==> src/rtl/pcc_pkg.sv <==
// ==========================================================
// Clock configuration constants and types
package pcc_pkg;

  // ==========================================================
  // Field widths
  localparam int DIV_W = 5;
  localparam int MULT_W = 8;
  localparam int FREQ_W = 32;

  // ==========================================================
  // Reset values of the configuration fields
  localparam logic [DIV_W-1:0] DIV_RST = 5'h00;
  localparam logic [MULT_W-1:0] MULT_RST = 8'h00;
  localparam logic RNG_RST = 1'b0;

  // ==========================================================
  // Frequency windows, all in kHz
  localparam logic [FREQ_W-1:0] DIVIDED_MIN_KHZ = 32'd10000;
  localparam logic [FREQ_W-1:0] DIVIDED_MAX_KHZ = 32'd25000;
  localparam logic [FREQ_W-1:0] LOOP_MIN_KHZ = 32'd266000;
  localparam logic [FREQ_W-1:0] LOOP_MAX_KHZ = 32'd532000;
  localparam logic [FREQ_W-1:0] REF_MIN_KHZ = 32'd10000;
  localparam logic [FREQ_W-1:0] REF_MAX_KHZ = 32'd100000;
  localparam logic [FREQ_W-1:0] CORE_MAX_KHZ = 32'd266000;
  localparam logic [FREQ_W-1:0] CLKOUT_MAX_KHZ = 32'd67000;
  localparam logic [FREQ_W-1:0] BUS_MAX_KHZ = 32'd133000;

  // Largest legal divider field value, divide by ten
  localparam logic [DIV_W-1:0] DIV_MAX_FIELD = 5'h09;

  // ==========================================================
  // Core clock source codes
  typedef enum logic [1:0] {
    PCC_SRC_REF = 2'h0,
    PCC_SRC_VCO_HALF = 2'h1,
    PCC_SRC_ALT_REF = 2'h2,
    PCC_SRC_VCO = 2'h3
  } pcc_src_t;

  localparam pcc_src_t SRC_RST = PCC_SRC_REF;

  // ==========================================================
  // Clock control register image
  typedef struct packed {
    logic [DIV_W-1:0] pll_input_divider;
    logic [MULT_W-1:0] pll_loop_multiplier;
    logic vco_range_select;
    pcc_src_t core_clock_source_select;
  } pcc_cfg_t;

  // Derived frequencies
  typedef struct packed {
    logic [FREQ_W-1:0] divided_khz;
    logic [FREQ_W-1:0] loop_khz;
    logic [FREQ_W-1:0] vco_khz;
    logic [FREQ_W-1:0] core_khz;
  } pcc_freq_t;

  // Configuration check flags
  typedef struct packed {
    logic ref_out_of_range;
    logic divider_too_large;
    logic divided_out_of_range;
    logic loop_out_of_range;
    logic core_too_fast;
    logic reserved_source;
  } pcc_err_t;

endpackage

==> src/rtl/pcc_clock_config.sv <==
`timescale 1ns/10ps
// What this block does
// RULE1: Software sets the divider, multiplier, range bit and source select as one clock control image.
// RULE2: The reference frequency is divided by the divider field plus one before the multiplier.
// RULE3: The divided frequency times the multiplier field plus one gives the loop frequency.
// RULE4: Range bit one passes the loop frequency to the oscillator, range bit zero halves it.
// RULE5: The source select picks the reference, the oscillator or half the oscillator as core clock.
// RULE6: Software keeps the divided frequency within 10 to 25 MHz.
// RULE7: Software keeps the loop frequency within 266 to 532 MHz.
// RULE8: Divider values 0x00 to 0x09 divide by 1 to 10 and each bounds the usable reference range.
// RULE9: The reference lies within 10 to 100 MHz so the divider never exceeds divide by ten.
// RULE10: Configuration keeps core at most 266 MHz, clock output 67 MHz, memory and bus 133 MHz. The block flags only the core limit.
// RULE11: Code 11 range 0 and code 01 range 1 divide loop by 2, 01 range 0 by 4, 11 range 1 is reserved.
module pcc_clock_config
  import pcc_pkg::*;
(
  // Clock and reset
  input wire logic clk,
  input wire logic srst,
  // Reference clock frequency, kHz
  input wire logic [FREQ_W-1:0] ref_freq_khz,
  // Clock control register write
  input wire logic cfg_load,
  input wire pcc_cfg_t cfg_in,
  // Clock control register readback
  output pcc_cfg_t clock_control_register,
  // Derived frequencies
  output pcc_freq_t freq_q,
  // Configuration checks
  output pcc_err_t err_q
);

  // ==========================================================
  // Clock control register
  pcc_cfg_t cfg_q;

  always_ff @(posedge clk) begin
    if (srst) begin
      cfg_q <= '{DIV_RST, MULT_RST, RNG_RST, SRC_RST};
    end else if (cfg_load) begin
      cfg_q <= cfg_in; // see RULE1
    end
  end

  assign clock_control_register = cfg_q;

  // ==========================================================
  // Frequency arithmetic
  function automatic logic [FREQ_W-1:0] half(input logic [FREQ_W-1:0] f);
    half = f >> 1;
  endfunction

  function automatic logic out_of(input logic [FREQ_W-1:0] f, input logic [FREQ_W-1:0] lo,
                                  input logic [FREQ_W-1:0] hi);
    out_of = (f < lo) || (f > hi);
  endfunction

  function automatic logic [FREQ_W-1:0] factor_of(input logic [FREQ_W-1:0] field);
    factor_of = field + 32'h1;
  endfunction

  // ==========================================================
  // Input divider stage
  logic [FREQ_W-1:0] div_factor;
  logic [FREQ_W-1:0] divided_khz;

  // Integer kHz arithmetic; fractions of a kHz are dropped, fine for range checks
  always_comb begin
    div_factor = factor_of(FREQ_W'(cfg_q.pll_input_divider));
    divided_khz = ref_freq_khz / div_factor; // see RULE2
  end

  // ==========================================================
  // Loop multiplier stage
  logic [FREQ_W-1:0] mult_factor;
  logic [2*FREQ_W-1:0] loop_wide;
  logic [FREQ_W-1:0] loop_khz;

  // Saturate so an overflow never wraps into a small, legal looking loop frequency
  always_comb begin
    mult_factor = factor_of(FREQ_W'(cfg_q.pll_loop_multiplier));
    loop_wide = {{FREQ_W{1'b0}}, divided_khz} * {{FREQ_W{1'b0}}, mult_factor}; // see RULE3
    if (loop_wide[2*FREQ_W-1:FREQ_W] != '0) begin
      loop_khz = '1;
    end else begin
      loop_khz = loop_wide[FREQ_W-1:0];
    end
  end

  // ==========================================================
  // Oscillator range stage
  logic [FREQ_W-1:0] vco_khz;

  always_comb begin
    if (cfg_q.vco_range_select) begin
      vco_khz = loop_khz; // see RULE4
    end else begin
      vco_khz = half(loop_khz); // see RULE4
    end
  end

  // ==========================================================
  // Core clock source selection
  logic [FREQ_W-1:0] core_khz;
  logic reserved_src;

  always_comb begin
    reserved_src = (cfg_q.core_clock_source_select == PCC_SRC_VCO) && cfg_q.vco_range_select; // see RULE11
    unique case (cfg_q.core_clock_source_select)
      PCC_SRC_VCO: begin
        // Reserved pairing reports no clock rather than an undefined one
        if (cfg_q.vco_range_select) begin
          core_khz = '0; // see RULE11
        end else begin
          core_khz = vco_khz; // see RULE11
        end
      end
      PCC_SRC_VCO_HALF: begin
        core_khz = half(vco_khz); // see RULE5
      end
      PCC_SRC_REF, PCC_SRC_ALT_REF: begin
        core_khz = ref_freq_khz; // see RULE5
      end
    endcase
  end

  // ==========================================================
  // Configuration checks
  // Flags only report; the block still computes whatever software wrote
  logic ref_bad;
  logic div_bad;
  logic divided_bad;
  logic loop_bad;
  logic core_bad;

  assign ref_bad = out_of(ref_freq_khz, REF_MIN_KHZ, REF_MAX_KHZ); // see RULE9
  assign div_bad = cfg_q.pll_input_divider > DIV_MAX_FIELD; // see RULE8
  assign divided_bad = out_of(divided_khz, DIVIDED_MIN_KHZ, DIVIDED_MAX_KHZ); // see RULE6
  assign loop_bad = out_of(loop_khz, LOOP_MIN_KHZ, LOOP_MAX_KHZ); // see RULE7
  assign core_bad = core_khz > CORE_MAX_KHZ; // see RULE10

  // ==========================================================
  // Derived frequency registers
  logic [FREQ_W-1:0] divided_q;
  logic [FREQ_W-1:0] loop_q;
  logic [FREQ_W-1:0] vco_q;
  logic [FREQ_W-1:0] core_q;

  always_ff @(posedge clk) begin
    if (srst) begin
      divided_q <= '0;
    end else begin
      divided_q <= divided_khz;
    end
  end

  always_ff @(posedge clk) begin
    if (srst) begin
      loop_q <= '0;
    end else begin
      loop_q <= loop_khz;
    end
  end

  always_ff @(posedge clk) begin
    if (srst) begin
      vco_q <= '0;
    end else begin
      vco_q <= vco_khz;
    end
  end

  always_ff @(posedge clk) begin
    if (srst) begin
      core_q <= '0;
    end else begin
      core_q <= core_khz;
    end
  end

  assign freq_q = '{divided_q, loop_q, vco_q, core_q};

  // ==========================================================
  // Check flag registers
  logic ref_bad_q;
  logic div_bad_q;
  logic divided_bad_q;
  logic loop_bad_q;
  logic core_bad_q;
  logic reserved_q;

  always_ff @(posedge clk) begin
    if (srst) begin
      ref_bad_q <= 1'b0;
    end else begin
      ref_bad_q <= ref_bad;
    end
  end

  always_ff @(posedge clk) begin
    if (srst) begin
      div_bad_q <= 1'b0;
    end else begin
      div_bad_q <= div_bad;
    end
  end

  always_ff @(posedge clk) begin
    if (srst) begin
      divided_bad_q <= 1'b0;
    end else begin
      divided_bad_q <= divided_bad;
    end
  end

  always_ff @(posedge clk) begin
    if (srst) begin
      loop_bad_q <= 1'b0;
    end else begin
      loop_bad_q <= loop_bad;
    end
  end

  always_ff @(posedge clk) begin
    if (srst) begin
      core_bad_q <= 1'b0;
    end else begin
      core_bad_q <= core_bad;
    end
  end

  always_ff @(posedge clk) begin
    if (srst) begin
      reserved_q <= 1'b0;
    end else begin
      reserved_q <= reserved_src;
    end
  end

  assign err_q = '{ref_bad_q, div_bad_q, divided_bad_q, loop_bad_q, core_bad_q, reserved_q};

endmodule

==> config.mk <==
export PLATFORM = sky130hd
export DESIGN_NAME = pcc_clock_config
export DESIGN_NICKNAME = d
export VERILOG_FILES = /design/src/rtl/pcc_pkg.sv /design/src/rtl/pcc_clock_config.sv
export SDC_FILE = /design/constraint.sdc
export NUM_CORES = 1
export LEC_CHECK = 0
export ABC_AREA = 1
export CELL_PAD_IN_SITES_DETAIL_PLACEMENT = 0
export CELL_PAD_IN_SITES_GLOBAL_PLACEMENT = 1
export CORE_MARGIN = 2
export CORE_UTILIZATION = 35
export CTS_CLUSTER_DIAMETER = 30
export DETAILED_ROUTE_END_ITERATION = 10
export DONT_BUFFER_PORTS = 1
export GPL_ROUTABILITY_DRIVEN = 0
export PLACE_DENSITY = 0.75
export SYNTH_ARGS = -nofsm -noshare
export SYNTH_HDL_FRONTEND = slang
export SYNTH_SLANG_ARGS = --single-unit
export TNS_END_PERCENT = 5
==> constraint.sdc <==
create_clock -name clk -period 113.8 [get_ports clk]
set_clock_uncertainty 0.2 [all_clocks]
set_input_delay 0 -clock clk [delete_from_list [all_inputs] [get_ports clk]]
set_output_delay 0 -clock clk [all_outputs]
set_load 0.01 [all_outputs]
==> results.tsv, run 1 <==
stage	metric	value	unit
clock_network	root_buffer	clkbuf_16	
sta	hold_viol	0	
cells_and_area	area_growth	4.97	%
route	wl_per_cell	18.8	um
sta	worst_slew_pin_slew	1.20	ns
sta	setup-tns-final	0	ns
critical_path	critPathMaxFanout	45	
sta	maxSlewViolCount	0	
critical_path	critPathMostFrequentCell	nand2_1	
clock_network	clk_path_buf_depth	2	
clock_network	clk_pin_slew	0.08	ns
logic_synthesis	synthArstFlopShare	0	
sta	fin_crit	84.78	ns
logic_synthesis	synth_cell_types	80	
critical_path	cp.arrival	85.00	ns
sta	fin_crit_sh	0.745	
route	drc	0	
global_route	antenna_found_initial	18	
global_route	grt_usage	0.245	
floorplan	die_w	342	um
route	wl_met2	63500	um
route	wl_met1	66600	um
floorplan	initial_utilization	0.354	
sta	slew_headroom	0.199	
placement	dp.cells	7572	
worst_hold_path	hp-class	in -> reg	
logic_synthesis	synth_edf_count	0	
clock_network	cts_sinks	150	
cells_and_area	drive_gt1_frac	0.145	
logic_synthesis	syn-cell-area	0.0400	sq mm
global_route	grt_max_degree	123	
critical_path	max_stage_delay	0.74	ns
sta	fmax	0.0118	GHz
cells_and_area	final_nets	6681	
flow_run	drv_cap	0	
logic_synthesis	synth_top_area_frac	0.132	
logic_synthesis	yosysSeqAreaShare	0.0751	
logic_synthesis	syn_nets	6746	
logic_synthesis	synth-seq-cells	150	
clock_network	cts_max_level	4	
logic_synthesis	synth_top_cell_by_area	nand2_1	
run_status	status	completed	
clock_network	worstSkewPairLatency	0.53	ns
logic_synthesis	synthTopCellsByArea	nand2_1, fa_1, inv_1	
floorplan	core	0.113	sq mm
critical_path	cp-start-kind	flop	
logic_synthesis	ys_warn_count	0	
route	dr.first_iter.drc_count	3215	
floorplan	die_area	0.117	sq mm
placement	hpwlAfterDp	117000	um
cells_and_area	fin_util	0.372	
global_route	grt_overflow_total	0	
global_route	grt_pass1_vias	38500	
route	wl_met3	10800	um
clock_network	ctsResizeCount	0	
placement	io_buffers	0	
floorplan	io_pins	201	
route	dr.pass1.iters	6	
critical_path	worst-endpoint-required	114.01	ns
critical_path	cp-end-kind	flop	
clock_network	numCtsBuffers	17	
critical_path	critical_path_class	reg -> reg	
sta	rsz0062_at_grt	no	
sta	setup-violations-final	0	
logic_synthesis	syn_avg_cell_area	6.40	sq um
floorplan	fp-row-count	123	
global_route	grt_pass1_wl	225000	um
critical_path	worst_path_max_delay_cell	nor2_2	
logic_synthesis	syn-instance-count	6241	
logic_synthesis	synth_flop_cell	dfxtp_1	
route	totalWireLength	145000	um
route	viasPerCell	5.22	
clock_network	tritoncts	yes	
cells_and_area	layout.cells.non_filler	7691	
route	ant_nets	0	
route	vias	40200	
floorplan	die_y	342	um
route	top_layer_used	met5	
-- per-stage QoR --
stage	hold WS, ns	cell area, sq um	setup slack (ns)
after global routing	0.0586	41900	20.70
after global placement	-0.119	40500	33.85
after detailed placement	-0.106	40500	30.85
final	0.0650	41900	29.02
after CTS	0.0382	41900	30.02
after floorplan	-0.0651	40000	45.22
-- critical path: cells and delay by family, from the launching register on --
| kind | cells | cell delay (ns) |
|---|---|---|
| buf+inv | 67 | 10.91 |
| fa+ha+maj | 37 | 12.86 |
| xor+xnor | 1 | 0.11 |
| simple gates | 198 | 32.60 |
| flops | 1 | 0.32 |
| compound gates | 131 | 27.29 |
-- cell usage after synthesis (150+ instances only) --
master      n
nand3_1   396
nand3_2   157
nand2_2   181
nand2_1  1408
o21ai_0   235
a21oi_1   207
fa_1      211
nand4_1   180
dfxtp_1   150
ha_1      243
nor2_1    728
inv_1     889
-- logic make-up after synthesis --
logic type | share of synthesized area
AOI/OAI and AO/OA | 0.105
adders and majority gates | 0.182
xor gates and xnor gates | 0.0473
buffers and inverters | 0.140
DFF | 0.0751
and+or+nand+nor | 0.451
-- registers in the layout (all words and copies together) (netlist names) --
register,count
reserved_q,1
div_bad_q,1
ref_bad_q,1
vco_q,32
loop_bad_q,1
divided_q,32
clock_control_register,16
divided_bad_q,1
loop_q,32
core_q,32
core_bad_q,1
-- layout by cell type (no fill, tap or decap), types with 10 or more instances in the layout --
master         Yosys  final
a21o_1            20     20
a21oi_1          207    207
a31oi_1           14     14
buf_4             12     27
clkbuf_16          0     17
clkinv_1          37     38
clkinv_2          19     19
dfxtp_1          150    147
dlygate4sd3_1      0     84
fa_1             211    211
ha_1             243    242
inv_1            889    886
inv_2             54     56
nand2_1         1408   1407
nand2_2          181    182
nand2_4           72     72
nand3_1          396    396
nand3_2          157    157
nand3_4           36     36
nand3b_1          41     41
nand4_1          180    180
nor2_1           728    727
nor2_2            98     99
nor2_4            75     75
nor3_1            61     60
nor4_1            18     18
o211ai_1          13     13
o21ai_0          235    235
o21ai_1           49     49
o21ai_2           46     46
o21bai_1          23     23
o22ai_1           11     11
o31ai_1           10     10
or2_2             18     18
xnor2_1           76     76
xor2_1           136    132
-- worst paths after layout --
check	startpoint	end	slack [ns]	depth (start not counted)
max	clock_control_register[11]	core_bad_q	29.02	434
min	ref_freq_khz[25]	core_q[25]	0.07	3
max reg2reg	clock_control_register[11]	core_bad_q	29.02	434
min reg2reg	clock_control_register[15]	div_bad_q	0.37	2
-- metal layers --
metal / global-route usage / vias up
li1: - / 19800
met1: 0.340 / 18800
met2: 0.389 / 1421
met3: 0.0433 / 197
met4: 0.0655 / 4
met5: 0 / -
-- final cells by class --
| cell class | count | area [sq um] |
|---|---|---|
| fill | 12200 | 70900 |
| multi-input combinational | 4876 | 31400 |
| inverter | 1019 | 3960 |
| sequential | 150 | 3010 |
| tap | 1500 | 1880 |
| timing repair buffer | 112 | 1070 |
| clock buffer | 17 | 425 |
| clock inverter | 15 | 196 |
| antenna | 2 | 5.00 |
-- timing repair --
action                                 4_1_cts  5_1_grt
hold buffers                                85        0
buffers inserted                             0        0
setup endpoints to repair                    0        0
endpoints found under the hold margin      143        0
Power of run 1 is not shown: default switching activity piles up to over one toggle a cycle in this logic, so the estimate is an artifact.
==> inputs of run 2 (changes only) <==
--- a/config.mk
+++ b/config.mk
@@ -5,7 +5,7 @@
 export SDC_FILE = /design/constraint.sdc
 export NUM_CORES = 1
 export LEC_CHECK = 0
-export ABC_AREA = 1
+export ABC_AREA = 0
 export CELL_PAD_IN_SITES_DETAIL_PLACEMENT = 0
 export CELL_PAD_IN_SITES_GLOBAL_PLACEMENT = 1
 export CORE_MARGIN = 2
@@ -14,7 +14,7 @@
 export DETAILED_ROUTE_END_ITERATION = 10
 export DONT_BUFFER_PORTS = 1
 export GPL_ROUTABILITY_DRIVEN = 0
-export PLACE_DENSITY = 0.75
+export PLACE_DENSITY = 0.76
 export SYNTH_ARGS = -nofsm -noshare
 export SYNTH_HDL_FRONTEND = slang
 export SYNTH_SLANG_ARGS = --single-unit
==> constraint.sdc (replaced) <==
create_clock -name clk -period 77.5 [get_ports clk]
set_clock_uncertainty 0.2 [all_clocks]
set_input_delay 0 -clock clk [delete_from_list [all_inputs] [get_ports clk]]
set_output_delay 0 -clock clk [all_outputs]
set_load 0.01 [all_outputs]
==> run 2 against run 1 <==
Maximum frequency up 14%. Synthesized area fell by 20%. Setup slack worse by 26 ns. Global-route usage grew 0.39 points. Non-clock buffer count is 612 higher. Core utilization grew 8.9 points. Final area is 0.78% lower. Die area down 20%. Sequential share of layout area rose by 0.065 points. Worst hold slack got worse by 0.044 ns. Critical path type unchanged. Critical endpoint unchanged.
==> results.tsv, run 2 <==
stage	metric	value	unit	change
run_status	status	completed		
sta	setup-violations-final	0		unchanged
floorplan	io_pins	201		unchanged
logic_synthesis	synth_flop_cell	dfxtp_1		
critical_path	max_stage_delay	0.57	ns	-0.17 ns
logic_synthesis	synth_top_area_frac	0.132		about the same
sta	hold_viol	0		unchanged
route	totalWireLength	123000	um	-15%
floorplan	die_area	0.0937	sq mm	-20%
global_route	grt_pass1_vias	33400		-13%
floorplan	die_w	306	um	-10%
route	drc	0		unchanged
clock_network	clk_pin_slew	0.07	ns	about the same
cells_and_area	final_cell_mix	nor2_1, buf_4, nand2_1		
placement	dp.cells	5600		-26%
floorplan	core	0.0903	sq mm	-20%
logic_synthesis	synthTopCellsByArea	fa_1, ha_1, dfxtp_1		
global_route	antenna_found_initial	4		-14
sta	fin_crit	74.37	ns	-10.42 ns
cells_and_area	final_common_cell	nor2_1		
logic_synthesis	synth_edf_count	0		unchanged
cells_and_area	drive_gt1_frac	0.215		+0.0699
logic_synthesis	synthArstFlopShare	0		unchanged
logic_synthesis	syn-instance-count	4324		-31%
logic_synthesis	syn-cell-area	0.0319	sq mm	-20%
logic_synthesis	syn_nets	4829		-28%
clock_network	numCtsBuffers	17		unchanged
logic_synthesis	synth_cell_types	138		+73%
route	vias	35500		-12%
global_route	grt_pass1_wl	188000	um	-16%
global_route	grt_overflow_total	0		unchanged
critical_path	path_delay_family	compound AO/OA/AOI/OAI gates		
logic_synthesis	syn_avg_cell_area	7.39	sq um	+15%
route	dr.first_iter.drc_count	2998		-6.7%
global_route	grt_max_degree	82		-33%
critical_path	critical_path_class	reg -> reg		
critical_path	cp-start-kind	flop		
floorplan	die_y	306	um	-10%
logic_synthesis	synth_most_common_cell	nor2_1		
sta	rsz0062_at_grt	yes		
logic_synthesis	ys_warn_count	0		unchanged
sta	fmax	0.0134	GHz	+14%
logic_synthesis	synth_top_cell_by_area	fa_1		
critical_path	critPathMaxFanout	10		-78%
logic_synthesis	synth-seq-cells	150		unchanged
clock_network	root_buffer	clkbuf_16		
sta	maxSlewViolCount	0		unchanged
cells_and_area	num_antenna_cells	0		-2
critical_path	cp-end-kind	flop		
floorplan	initial_utilization	0.354		-0.000399
cells_and_area	layout.cells.non_filler	6063		-21%
sta	fin_crit_sh	0.960		+0.215
floorplan	fp-row-count	110		-11%
critical_path	worst-endpoint-required	77.65	ns	-36.36 ns
cells_and_area	final_nets	5379		-19%
global_route	grt_usage	0.249		+0.00387
route	ant_nets	0		unchanged
critical_path	worst_path_max_delay_cell	or4b_4		
placement	hpwlAfterDp	92900	um	-20%
route	wl_per_cell	20.3	um	+8.2%
clock_network	worstSkewPairLatency	0.49	ns	-0.04 ns
critical_path	cp.arrival	74.52	ns	-10.48 ns
cells_and_area	area_growth	30.3	%	
flow_run	drv_cap	0		unchanged
logic_synthesis	yosysSeqAreaShare	0.0940		+0.0188
critical_path	critPathMostFrequentCell	o21a_1		
logic_synthesis	synth_common_cells	nor2_1, nand2_1, inv_1		
sta	slew_headroom	0.265		+0.0651
clock_network	cts_max_level	4		unchanged
clock_network	tritoncts	yes		
critical_path	cp.buffers_inverters	24		-64%
placement	io_buffers	0		unchanged
sta	worst_slew_pin_slew	1.09	ns	-0.106 ns
clock_network	cts_sinks	150		unchanged
worst_hold_path	hp-class	in -> reg		
route	dr.pass1.iters	6		unchanged
route	viasPerCell	5.85		+12%
clock_network	clk_path_buf_depth	2		unchanged
-- run 2: cell types whose count changed after synthesis, sizes merged, moves of 58 or more --
cell	change
inv	-688
nor2	-318
clkinv	-58
and2	+70
xor2	-69
nand2	-1249
nand2b	+60
o21ai	-138
o21a	+122
nand4	-145
nor3	+137
o211ai	+59
nand3	-481
-- run 2: worst register-to-register path, delay by kind of cell (launching register included) --
kind | cells | cell delay [ns]
mux | 7 | 1.91
fa+ha+maj | 37 | 10.46
buf+inv | 24 | 2.33
xor+xnor | 1 | 0.15
simple gates | 161 | 25.84
compound gates | 204 | 33.07
flops | 1 | 0.41
-- run 2: logic make-up (layout without fill, tap and decap cells) --
logic type                 count (synthesis)  in the layout  share of synthesized area
DFF                                      150            150                     0.0940
buffers and inverters                    467           1025                     0.0587
muxes                                     91             91                     0.0309
and+or+nand+nor                         1833           1836                      0.286
xor gates and xnor gates                 197            199                     0.0540
AOI/OAI and AO/OA                       1129           1129                      0.248
adders and majority gates                457            457                      0.228
-- run 2: final cells by class --
class / count / area, sq um
sequential: 150 / 3010
clock buffer: 17 / 425
fill: 8844 / 48700
multi-input combinational: 3712 / 29400
tap: 1176 / 1470
inverter: 269 / 1010
clock inverter: 15 / 155
timing repair buffer: 724 / 6110
-- run 2: what timing repair did --
| item | CTS | global route |
|---|---|---|
| pin swaps | 7 | 234 |
| setup buffers | 13 | 184 |
| resized for setup | 32 | 284 |
| setup endpoints to repair | 94 | 97 |
| hold buffers | 230 | 0 |
| hold endpoints to repair | 150 | 0 |
| cloned | 3 | 2 |
-- run 2: worst paths after layout --
check                        startpoint          to  slack (ns)  depth (start not counted)
max reg2reg  clock_control_register[11]  core_bad_q        3.13                        434
min reg2reg   clock_control_register[1]  core_q[18]        0.69                          2
max          clock_control_register[11]  core_bad_q        3.13                        434
min                                srst   vco_q[12]        0.02                          2
-- run 2: metal layers --
metal | track usage | part of all wire
met4 | 0.0700 | 0.030
met3 | 0.0339 | 0.075
met5 | 0 | 0.00024
met2 | 0.418 | 0.46
met1 | 0.333 | 0.43
-- run 2: through the flow --
step	util	setup slack [ns]	TNS [ns]	cell area (sq um)	hold WS [ns]
3_5_place_dp	0.395	-1.94	-51.74	35700	-0.118
3_3_place_gp	0.395	-0.180	-0.180	35700	-0.120
5_1_grt	0.461	-1.42	-88.98	41600	0.0103
6_report	0.461	3.13	0	41600	0.0206
4_1_cts	0.431	0.000199	0	38900	0.00183
2_1_floorplan	-	0.00879	0	33000	-0.0604
Power of run 2 is left out for the same reason.
